===== src/rtl/csav_pkg.sv =====
package csav_pkg;

  // ****************************************************************
  // Host-visible port offsets and register numbering.
  // ****************************************************************
  localparam logic [7:0] CSAV_INDEX_SELECT_OFS = 8'hDC;
  localparam logic [7:0] CSAV_INDEXED_DATA_OFS = 8'hDD;
  localparam int CSAV_NUM_REGS = 18;
  localparam logic [4:0] CSAV_R_HTOTAL = 5'h00;
  localparam logic [4:0] CSAV_R_HDISP = 5'h01;
  localparam logic [4:0] CSAV_R_HSYNC_POS = 5'h02;
  localparam logic [4:0] CSAV_R_SYNC_WIDTH = 5'h03;
  localparam logic [4:0] CSAV_R_VTOTAL = 5'h04;
  localparam logic [4:0] CSAV_R_VDISP = 5'h06;
  localparam logic [4:0] CSAV_R_VSYNC_POS = 5'h07;
  localparam logic [4:0] CSAV_R_MAX_SCAN = 5'h09;
  localparam logic [4:0] CSAV_R_START_HI = 5'h0C;
  localparam logic [4:0] CSAV_R_START_LO = 5'h0D;
  localparam logic [4:0] CSAV_R_CURSOR_HI = 5'h0E;
  localparam logic [4:0] CSAV_R_CURSOR_LO = 5'h0F;

  // ****************************************************************
  // Reset values of the timing registers (80 x 25, nine scans).
  // ****************************************************************
  localparam logic [7:0] CSAV_HTOTAL_RST = 8'h61;
  localparam logic [7:0] CSAV_HDISP_RST = 8'h50;
  localparam logic [7:0] CSAV_HSYNC_POS_RST = 8'h52;
  localparam logic [7:0] CSAV_SYNC_WIDTH_RST = 8'h3A;
  localparam logic [7:0] CSAV_VTOTAL_RST = 8'h1A;
  localparam logic [7:0] CSAV_VDISP_RST = 8'h19;
  localparam logic [7:0] CSAV_VSYNC_POS_RST = 8'h19;
  localparam logic [7:0] CSAV_MAX_SCAN_RST = 8'h08;
  localparam logic [7:0] CSAV_ZERO_RST = 8'h00;

  // ****************************************************************
  // Timing: reference clock and nominal dot clock.
  // ****************************************************************
  localparam int CSAV_REF_CLK_KHZ = 125000;
  localparam int CSAV_DOT_CLK_KHZ = 14112;
  localparam int CSAV_DOT_DIV = CSAV_REF_CLK_KHZ / CSAV_DOT_CLK_KHZ;
  localparam logic [2:0] CSAV_LAST_DOT = 3'h7;
  localparam logic [2:0] CSAV_STROBE_DOT = 3'h5;
  localparam logic [2:0] CSAV_COLUMN_DOT = 3'h4;
  localparam int CSAV_FIFO_DEPTH = 8;

  // ****************************************************************
  // Types.
  // ****************************************************************
  typedef enum logic [1:0] {
    CSAV_RAM_64K = 2'b00,
    CSAV_RAM_UPPER_32K = 2'b01,
    CSAV_RAM_LOWER_32K = 2'b10
  } csav_ram_size_t;

  typedef struct packed {
    logic [7:0] red;
    logic [7:0] green;
    logic [7:0] blue;
  } csav_rgb_t;

  typedef struct packed {
    logic timing_ctrl_chip_select;
    logic bus_cycle_strobe;
    logic register_port_select_bit;
    logic host_write_n;
    logic bus_data_in_strobe;
    logic io_port_chip_select;
    logic [7:0] host_register_data;
  } csav_host_in_t;

endpackage


===== src/rtl/csav_video_path.sv =====
`timescale 1ns/1ps

// ******************************************************************
// Colour word FIFO.
// ******************************************************************
module csav_fifo #(
  parameter int WIDTH = 24,
  parameter int DEPTH = 8
) (
  input wire logic ref_clk,
  input wire logic rst,
  input wire logic in_valid,
  output logic in_ready,
  input wire logic [WIDTH-1:0] in_data,
  output logic out_valid,
  input wire logic out_ready,
  output logic [WIDTH-1:0] out_data
);
  localparam int AW = $clog2(DEPTH);
  logic [WIDTH-1:0] mem [0:DEPTH-1];
  logic [AW:0] wr_ptr_reg;
  logic [AW:0] rd_ptr_reg;
  logic full;
  logic empty;

  assign empty = (wr_ptr_reg == rd_ptr_reg);
  assign full = (wr_ptr_reg[AW] != rd_ptr_reg[AW]) &&
                (wr_ptr_reg[AW-1:0] == rd_ptr_reg[AW-1:0]);
  assign in_ready = !full;
  assign out_valid = !empty;
  assign out_data = mem[rd_ptr_reg[AW-1:0]];

  always_ff @(posedge ref_clk) begin
    if (in_valid && !full) begin
      mem[wr_ptr_reg[AW-1:0]] <= in_data;
    end
  end

  always_ff @(posedge ref_clk) begin
    if (rst) begin
      wr_ptr_reg <= '0;
    end else if (in_valid && !full) begin
      wr_ptr_reg <= wr_ptr_reg + 1'b1;
    end
  end

  always_ff @(posedge ref_clk) begin
    if (rst) begin
      rd_ptr_reg <= '0;
    end else if (out_ready && !empty) begin
      rd_ptr_reg <= rd_ptr_reg + 1'b1;
    end
  end
endmodule // csav_fifo

// Behaviour
// - Index port write loads register number.
// - Data port reaches register the index selects.
// - Capture data on strobe falling edge; present while selected to read.
// - Direction low writes, otherwise reads.
// - Power-on clear resets all registers.
// - Reads enable inbound buffer via strobe and select.
// - Default format 25 rows, 80 chars, nine scans.
// - Line wraps to base; last scan advances base.
// - After last row, scan clears and address reloads start.
// - Vertical sync forwarded as host interrupt.
// - Scan count low four, character address above.
// - Row phase carries bits 9..4, 1, 2.
// - Column phase carries bits 15..10, 0, 3.
// - Top bit: bit 15, high or low.
// - Display owns RAM, read mode only with screen_wipe_n low.
// - Video strobe captures settled colour bytes.
// - Active-low load per character into shifters.
// - One dot per dot clock, eight per character.
// - Next byte held while current shifts.
// - Green-only keeps red and blue constant.
// - Display enable inactive during both retraces.
// - Enable and cursor delayed two characters.
module csav_video_path #(
  parameter int DOT_DIV = csav_pkg::CSAV_DOT_DIV,
  parameter int FIFO_DEPTH = csav_pkg::CSAV_FIFO_DEPTH
) (
  input wire logic ref_clk,
  input wire logic sys_rst,
  input wire logic power_on_clear,
  input wire csav_pkg::csav_host_in_t host_in,
  output logic [7:0] host_register_data_out,
  output logic host_register_data_oe_n,
  output logic read_buffer_select,
  output logic read_buffer_enable_n,
  output logic retrace_irq,
  input wire logic vram_cpu_owner_select,
  input wire logic screen_wipe_n,
  input wire logic [15:0] cpu_vram_address,
  input wire csav_pkg::csav_ram_size_t ram_size_mode,
  input wire logic green_only,
  input wire csav_pkg::csav_rgb_t vram_data,
  output logic vram_read_mode,
  output logic [15:0] vram_linear_address,
  output logic row_column_phase,
  output logic [7:0] dram_muxed_address,
  output logic video_latch_strobe,
  output logic shift_load_n,
  output logic red_dot,
  output logic green_dot,
  output logic blue_dot,
  output logic hsync,
  output logic vsync,
  output logic display_active_window,
  output logic display_active_delayed,
  output logic cursor_delayed
);
  import csav_pkg::*;

  // ****************************************************************
  // Input synchronisers and reset.
  // ****************************************************************
  localparam int SW = $bits(csav_host_in_t) + 2 + 16 + 2 + 1 + 24;
  logic [SW-1:0] sync1_reg;
  logic [SW-1:0] sync2_reg;
  csav_host_in_t hin;
  logic owner_s;
  logic wipe_n_s;
  logic [15:0] cpu_addr_s;
  csav_ram_size_t size_s;
  logic green_only_s;
  csav_rgb_t vram_s;
  logic poc_s1_reg;
  logic poc_s2_reg;
  logic rst;

  always_ff @(posedge ref_clk) begin
    sync1_reg <= {host_in, vram_cpu_owner_select, screen_wipe_n, cpu_vram_address,
                  ram_size_mode, green_only, vram_data};
    sync2_reg <= sync1_reg;
    poc_s1_reg <= power_on_clear;
    poc_s2_reg <= poc_s1_reg;
  end

  assign {hin, owner_s, wipe_n_s, cpu_addr_s, size_s, green_only_s, vram_s} = sync2_reg;
  assign rst = sys_rst | poc_s2_reg;

  // ****************************************************************
  // Host register access.
  // ****************************************************************
  logic [7:0] regs [0:CSAV_NUM_REGS-1];
  logic [4:0] index_reg;
  logic strobe_prev_reg;
  logic strobe_fall;
  logic host_wr;

  function automatic logic [7:0] reset_value(input int i);
    case (i)
      0: reset_value = CSAV_HTOTAL_RST;
      1: reset_value = CSAV_HDISP_RST;
      2: reset_value = CSAV_HSYNC_POS_RST;
      3: reset_value = CSAV_SYNC_WIDTH_RST;
      4: reset_value = CSAV_VTOTAL_RST;
      6: reset_value = CSAV_VDISP_RST;
      7: reset_value = CSAV_VSYNC_POS_RST;
      9: reset_value = CSAV_MAX_SCAN_RST;
      default: reset_value = CSAV_ZERO_RST;
    endcase
  endfunction

  function automatic logic [7:0] read_value(input logic sel, input logic [4:0] idx,
                                            input logic [7:0] val);
    if (!sel) begin
      read_value = {3'h0, idx};
    end else if (idx < 5'(CSAV_NUM_REGS)) begin
      read_value = val;
    end else begin
      read_value = 8'h00;
    end
  endfunction

  always_ff @(posedge ref_clk) begin
    if (rst) begin
      strobe_prev_reg <= 1'b0;
    end else begin
      strobe_prev_reg <= hin.bus_cycle_strobe;
    end
  end

  assign strobe_fall = strobe_prev_reg & ~hin.bus_cycle_strobe;
  assign host_wr = strobe_fall & hin.timing_ctrl_chip_select & ~hin.host_write_n;

  always_ff @(posedge ref_clk) begin
    if (rst) begin
      index_reg <= 5'h00;
    end else if (host_wr && !hin.register_port_select_bit) begin
      index_reg <= hin.host_register_data[4:0];
    end
  end

  genvar gi;
  generate
    for (gi = 0; gi < CSAV_NUM_REGS; gi++) begin : g_regs
      always_ff @(posedge ref_clk) begin
        if (rst) begin
          regs[gi] <= reset_value(gi);
        end else if (host_wr && hin.register_port_select_bit && index_reg == 5'(gi)) begin
          regs[gi] <= hin.host_register_data;
        end
      end
    end
  endgenerate

  always_ff @(posedge ref_clk) begin
    if (rst) begin
      host_register_data_out <= 8'h00;
      host_register_data_oe_n <= 1'b1;
    end else begin
      host_register_data_out <= read_value(hin.register_port_select_bit, index_reg,
                                           regs[index_reg < 5'(CSAV_NUM_REGS) ?
                                                index_reg : 5'h00]);
      host_register_data_oe_n <= ~(hin.timing_ctrl_chip_select & hin.host_write_n);
    end
  end

  always_ff @(posedge ref_clk) begin
    if (rst) begin
      read_buffer_select <= 1'b0;
      read_buffer_enable_n <= 1'b1;
    end else begin
      read_buffer_select <= hin.timing_ctrl_chip_select | hin.io_port_chip_select;
      read_buffer_enable_n <= ~(hin.bus_data_in_strobe &
                                (hin.timing_ctrl_chip_select | hin.io_port_chip_select));
    end
  end

  // ****************************************************************
  // Dot and character timing.
  // ****************************************************************
  logic [7:0] div_reg;
  logic [2:0] dot_reg;
  logic dot_tick;
  logic char_tick;

  assign dot_tick = (div_reg == 8'(DOT_DIV - 1));
  assign char_tick = dot_tick && (dot_reg == CSAV_LAST_DOT);

  always_ff @(posedge ref_clk) begin
    if (rst || dot_tick) begin
      div_reg <= 8'h00;
    end else begin
      div_reg <= div_reg + 8'h01;
    end
  end

  always_ff @(posedge ref_clk) begin
    if (rst) begin
      dot_reg <= 3'h0;
    end else if (dot_tick) begin
      dot_reg <= dot_reg + 3'h1;
    end
  end

  // ****************************************************************
  // Scan address generation.
  // ****************************************************************
  logic [7:0] hcount_reg;
  logic [3:0] scan_reg;
  logic [7:0] row_reg;
  logic [11:0] base_reg;
  logic [11:0] char_addr_reg;
  logic line_end;
  logic disp_now;
  logic cursor_now;
  logic [1:0] disp_dly_reg;
  logic [1:0] cursor_dly_reg;

  assign line_end = (hcount_reg == regs[CSAV_R_HTOTAL]);
  assign disp_now = (hcount_reg < regs[CSAV_R_HDISP]) && (row_reg < regs[CSAV_R_VDISP]);
  assign cursor_now = disp_now &&
                      (char_addr_reg == {regs[CSAV_R_CURSOR_HI][3:0], regs[CSAV_R_CURSOR_LO]});

  always_ff @(posedge ref_clk) begin
    if (rst) begin
      hcount_reg <= 8'h00;
      scan_reg <= 4'h0;
      row_reg <= 8'h00;
      base_reg <= 12'h000;
    end else if (char_tick) begin
      if (!line_end) begin
        hcount_reg <= hcount_reg + 8'h01;
      end else begin
        hcount_reg <= 8'h00;
        if (scan_reg != regs[CSAV_R_MAX_SCAN][3:0]) begin
          scan_reg <= scan_reg + 4'h1;
        end else if (row_reg != regs[CSAV_R_VTOTAL]) begin
          scan_reg <= 4'h0;
          row_reg <= row_reg + 8'h01;
          base_reg <= base_reg + {4'h0, regs[CSAV_R_HDISP]};
        end else begin
          scan_reg <= 4'h0;
          row_reg <= 8'h00;
          base_reg <= {regs[CSAV_R_START_HI][3:0], regs[CSAV_R_START_LO]};
        end
      end
    end
  end

  always_ff @(posedge ref_clk) begin
    if (rst) begin
      char_addr_reg <= 12'h000;
    end else begin
      char_addr_reg <= base_reg + {4'h0, hcount_reg};
    end
  end

  always_ff @(posedge ref_clk) begin
    if (rst) begin
      hsync <= 1'b0;
      vsync <= 1'b0;
      retrace_irq <= 1'b0;
      display_active_window <= 1'b0;
    end else begin
      hsync <= (hcount_reg >= regs[CSAV_R_HSYNC_POS]) &&
               (hcount_reg < regs[CSAV_R_HSYNC_POS] + {4'h0, regs[CSAV_R_SYNC_WIDTH][3:0]});
      vsync <= (row_reg == regs[CSAV_R_VSYNC_POS]) &&
               (scan_reg < regs[CSAV_R_SYNC_WIDTH][7:4]);
      retrace_irq <= (row_reg == regs[CSAV_R_VSYNC_POS]) &&
                     (scan_reg < regs[CSAV_R_SYNC_WIDTH][7:4]);
      display_active_window <= disp_now;
    end
  end

  always_ff @(posedge ref_clk) begin
    if (rst) begin
      disp_dly_reg <= 2'b00;
      cursor_dly_reg <= 2'b00;
    end else if (char_tick) begin
      disp_dly_reg <= {disp_dly_reg[0], disp_now};
      cursor_dly_reg <= {cursor_dly_reg[0], cursor_now};
    end
  end

  assign display_active_delayed = disp_dly_reg[1];
  assign cursor_delayed = cursor_dly_reg[1];

  // ****************************************************************
  // VRAM address path.
  // ****************************************************************
  logic top_bit;

  always_comb begin
    case (size_s)
      CSAV_RAM_64K: top_bit = vram_linear_address[15];
      CSAV_RAM_UPPER_32K: top_bit = 1'b1;
      CSAV_RAM_LOWER_32K: top_bit = 1'b0;
      default: top_bit = vram_linear_address[15];
    endcase
  end

  always_ff @(posedge ref_clk) begin
    if (rst) begin
      vram_linear_address <= 16'h0000;
      vram_read_mode <= 1'b1;
      row_column_phase <= 1'b1;
      dram_muxed_address <= 8'h00;
    end else begin
      vram_linear_address <= owner_s ? cpu_addr_s :
                             {base_reg + {4'h0, hcount_reg}, scan_reg};
      vram_read_mode <= ~owner_s & ~wipe_n_s;
      row_column_phase <= (dot_reg < CSAV_COLUMN_DOT);
      if (row_column_phase) begin
        dram_muxed_address <= {vram_linear_address[9:4], vram_linear_address[1],
                               vram_linear_address[2]};
      end else begin
        dram_muxed_address <= {top_bit, vram_linear_address[14:10], vram_linear_address[0],
                               vram_linear_address[3]};
      end
    end
  end

  // ****************************************************************
  // Colour capture, buffering and serialisation.
  // ****************************************************************
  csav_rgb_t hold_reg;
  logic push_reg;
  logic fifo_in_ready;
  logic fifo_out_valid;
  csav_rgb_t fifo_out;
  logic load_now;
  logic [2:0][7:0] shift_reg;

  assign load_now = char_tick;

  always_ff @(posedge ref_clk) begin
    if (rst) begin
      video_latch_strobe <= 1'b0;
      push_reg <= 1'b0;
      hold_reg <= '0;
    end else begin
      video_latch_strobe <= dot_tick && (dot_reg == CSAV_STROBE_DOT) && fifo_in_ready;
      push_reg <= video_latch_strobe;
      if (video_latch_strobe) begin
        hold_reg.green <= vram_s.green;
        hold_reg.red <= green_only_s ? 8'h00 : vram_s.red;
        hold_reg.blue <= green_only_s ? 8'h00 : vram_s.blue;
      end
    end
  end

  csav_fifo #(
    .WIDTH($bits(csav_rgb_t)),
    .DEPTH(FIFO_DEPTH)
  ) u_fifo (
    .ref_clk(ref_clk),
    .rst(rst),
    .in_valid(push_reg),
    .in_ready(fifo_in_ready),
    .in_data(hold_reg),
    .out_valid(fifo_out_valid),
    .out_ready(load_now),
    .out_data(fifo_out)
  );

  always_ff @(posedge ref_clk) begin
    if (rst) begin
      shift_load_n <= 1'b1;
    end else begin
      shift_load_n <= ~load_now;
    end
  end

  generate
    for (gi = 0; gi < 3; gi++) begin : g_shift
      always_ff @(posedge ref_clk) begin
        if (rst) begin
          shift_reg[gi] <= 8'h00;
        end else if (load_now) begin
          shift_reg[gi] <= fifo_out_valid ? fifo_out[gi*8 +: 8] : 8'h00;
        end else if (dot_tick) begin
          shift_reg[gi] <= {shift_reg[gi][6:0], 1'b0};
        end
      end
    end
  endgenerate

  assign blue_dot = shift_reg[0][7];
  assign green_dot = shift_reg[1][7];
  assign red_dot = shift_reg[2][7];
endmodule // csav_video_path


===== config.mk =====
export PLATFORM = sky130hd
export DESIGN_NAME = csav_video_path
export DESIGN_NICKNAME = d
export VERILOG_FILES = /design/src/rtl/csav_pkg.sv /design/src/rtl/csav_video_path.sv
export SDC_FILE = /design/constraint.sdc
export NUM_CORES = 1
export LEC_CHECK = 0
export BUFFER_PORTS_ARGS = -buffer_cell sky130_fd_sc_hd__buf_2
export CORE_ASPECT_RATIO = 0.5
export CORE_MARGIN = 2
export CORE_UTILIZATION = 35
export DETAILED_ROUTE_END_ITERATION = 16
export GPL_TIMING_DRIVEN = 1
export PLACE_DENSITY = 0.58
export RECOVER_POWER = 50
export REMOVE_ABC_BUFFERS = 1
export SLEW_MARGIN = 20
export SYNTH_ARGS = -nofsm -noshare
export SYNTH_HDL_FRONTEND = slang
export SYNTH_SLANG_ARGS = --single-unit

===== constraint.sdc =====
create_clock -name ref_clk -period 4.89 [get_ports ref_clk]
set_clock_uncertainty 0.15 [all_clocks]
set_input_delay 0.978 -clock ref_clk [delete_from_list [all_inputs] [get_ports ref_clk]]
set_output_delay 0.978 -clock ref_clk [all_outputs]
set_load 0.005 [all_outputs]

==> impl_metrics.env <==
export IMPL_yosys_area_top_type="edfxtp_1"
export IMPL_ctsResizeCount=0
export IMPL_hp_class="reg2reg"
export IMPL_synth_area_um2=24900
export IMPL_synth_seq_area_share=0.636
export IMPL_portBuffers=109
export IMPL_dr_pass1_iters=5
export IMPL_path_cells="clkbuf_1 > nor2_1 > nand3_1 > a21oi_1 > a21oi_1 > a31o_2 > a31oi_1"
export IMPL_violations="capacitance limit, slew limit"
export IMPL_ys_warn_count=0
export IMPL_layout_drive_gt1_share=0.141
export IMPL_fin_crit_ns=3.84
export IMPL_grt_usage=0.160
export IMPL_status="finished with violations"
export IMPL_antenna_found_initial=1
export IMPL_hold_slack_ns=0.154
export IMPL_synthCells=1923
export IMPL_row_count=69
export IMPL_netlist_area_leader_share=0.406
export IMPL_routedWlPerCell_um=19.3
export IMPL_avgViaCountPerCell=4.99
export IMPL_startpoint_type="input port"
export IMPL_synth_edf_count=336
export IMPL_worstSetupEndpointType="flip-flop"
export IMPL_power_density_nw_per_um2=366
export IMPL_p_switching_mw=2.16
export IMPL_worst_setup_path_type="in2reg"
export IMPL_ys_ff_latch=623
export IMPL_crit_top_cell="a21oi_1"
export IMPL_grt_pass1_vias=15000
export IMPL_critPathMaxStageDelay_ns=1.47
export IMPL_cts_path_max_buffers=3
export IMPL_diodes=0
export IMPL_rsz0062_at_grt="no"
export IMPL_clock_latency_ns=0.64
export IMPL_swShare=0.208
export IMPL_final_fill_count=6675
export IMPL_mostFrequentLayoutCells="edfxtp_1 (336), dfxtp_1 (285), nor2_1 (164)"
export IMPL_cp_max_fo=24
export IMPL_arrival_ns=4.26
export IMPL_synth_area_top_cells="edfxtp_1 (41%), dfxtp_1 (23%), mux4_2 (4.9%)"
export IMPL_post_cts_buffers=0
export IMPL_cp_slowest_cell="nor2_1"
export IMPL_clk_pin_slew_ns=0.06
export IMPL_syn_area_per_cell_um2=12.9
export IMPL_dpl_hpwl_um=38000
export IMPL_finalCritPeriodShare=0.786
export IMPL_ys_flop_type="edfxtp_1"
export IMPL_cts_tree="built"
export IMPL_drc=0
export IMPL_htree_levels=2
export IMPL_finalMaxSlewViolations=78
export IMPL_ant_nets=0
export IMPL_vias=15100
export IMPL_routed_wl_um=58600
export IMPL_fmax_mhz=260
export IMPL_tns_ns=0
export IMPL_tightest_slew_ns=2.00
export IMPL_pwr_share_comb=0.018
export IMPL_dieArea_um2=73400
export IMPL_p_seq_frac=0.545
export IMPL_fp_dieW_um=381
export IMPL_drt_iter0_drc=1074
export IMPL_relSlewSlack=-0.341
export IMPL_grt_overflow_total=0
export IMPL_core_area_um2=70700
export IMPL_largest_reg_flops=192
export IMPL_power_internal_mw=8.23
export IMPL_cts_root_buffer="clkbuf_16"
export IMPL_grt_max_degree=57
export IMPL_area_growth_pct=14.1
export IMPL_max_vdd_ir_drop_v=0.000270
export IMPL_grt_pass1_wl_um=89500
export IMPL_gp_congestion=0.880
export IMPL_synth_distinct_cells=66
export IMPL_start_util=0.352
export IMPL_ys_async_sr_fraction=0
export IMPL_hold_viol_final=0
export IMPL_p_leak_nw=10.2
export IMPL_finalPower_mw=10.4
export IMPL_io_pins=110
export IMPL_critPathRequiredTime_ns=5.30
export IMPL_cts_sinks=623
export IMPL_finalNetCount=2155
export IMPL_max_cap_violations=3
export IMPL_setup_violations_final=0
export IMPL_final_common_cell="edfxtp_1"
export IMPL_cts_buffers=57
export IMPL_die_h_um=193
export IMPL_cts_hold_buf=0
export IMPL_p_clk_frac=0.437
path summary, 6_finish.rpt:
path	from	to	cells past startpoint	slack, ns
max	sys_rst	host_register_data_out[3]$_SDFF_PP0_	7	1.05
min	sync1_reg[48]$_DFF_P_	sync2_reg[48]$_DFF_P_	0	0.15
max reg2reg	poc_s2_reg$_DFF_P_	host_register_data_out[3]$_SDFF_PP0_	6	1.18
min reg2reg	sync1_reg[48]$_DFF_P_	sync2_reg[48]$_DFF_P_	0	0.15
through the flow:
| step | util | setup WS [ns] | std cells | area (um^2) |
|---|---|---|---|---|
| after detailed placement | 0.376 | 1.36 | 2927 | 26600 |
| after global routing | 0.402 | 0.780 | 3035 | 28400 |
| final | 0.402 | 1.05 | 3035 | 28400 |
| after global placement | 0.376 | 1.39 | 2927 | 26600 |
| after floorplan | - | 1.32 | 1825 | 24500 |
| after CTS | 0.403 | 1.50 | 3035 | 28500 |
cell usage after synthesis (all sizes together), types with 4 or more instances:
cell / instances
nor3: 24
xor2: 42
a221oi: 6
nor4: 10
a22oi: 6
a221o: 4
mux4: 54
dfxtp: 287
or2: 10
buf: 20
and2: 129
nand2b: 19
inv: 62
mux2: 7
xnor2: 49
nand3: 31
nand2: 64
o22ai: 8
o21ai: 87
clkbuf: 78
mux2i: 74
nand3b: 5
o31ai: 6
a31oi: 9
or3: 25
o21a: 6
nor2: 172
a21o: 13
o221ai: 32
o211ai: 7
a211o: 4
and3: 4
a211oi: 22
edfxtp: 336
nor2b: 24
nand4: 15
ha: 62
a21oi: 76
layout make-up:
class                      instances  area (um^2)  area share
multi-input combinational       1140         8470       0.298
timing repair buffer             144          754      0.0266
clock buffer                      88         1710      0.0603
sequential                       623        15800       0.558
tap                              958         1200      0.0422
clock inverter                    20          188     0.00661
inverter                          62          233     0.00820
cell families after synthesis:
family	count (synthesis)	share of synthesized area
simple gates	545	0.114
flops	623	0.636
xor+xnor	91	0.0320
compound gates	304	0.0777
fa+ha+maj	65	0.0336
mux	135	0.0818
buf+inv	160	0.0248
power groups by stage:
stage,logic [mW],clock network [mW],registers [mW]
2_1_floorplan,0.111,0,5.73
3_3_place_gp,0.192,0,5.77
3_5_place_dp,0.196,0,5.77
4_1_cts,0.196,4.66,5.66
5_1_grt,0.214,4.87,5.66
6_report,0.192,4.54,5.65
routing by layer:
metal / wire length [um] / vias to the layer above / GRT usage / part of all wire
li1: - / 7221 / - / -
met2: 28000 / 349 / 0.270 / 0.48
met5: 13 / - / 0 / 0.00022
met3: 2960 / 98 / 0.0273 / 0.051
met1: 26100 / 7475 / 0.211 / 0.45
met4: 1450 / 2 / 0.0518 / 0.025
worst max-delay path: cells and delay by family:
kind	cells	cell delay, ns
AO/OA/AOI/OAI	4	0.80
buffers and inverters	1	0.09
AND/OR/NAND/NOR	2	2.37
Power figures use the tool's default switching activity.
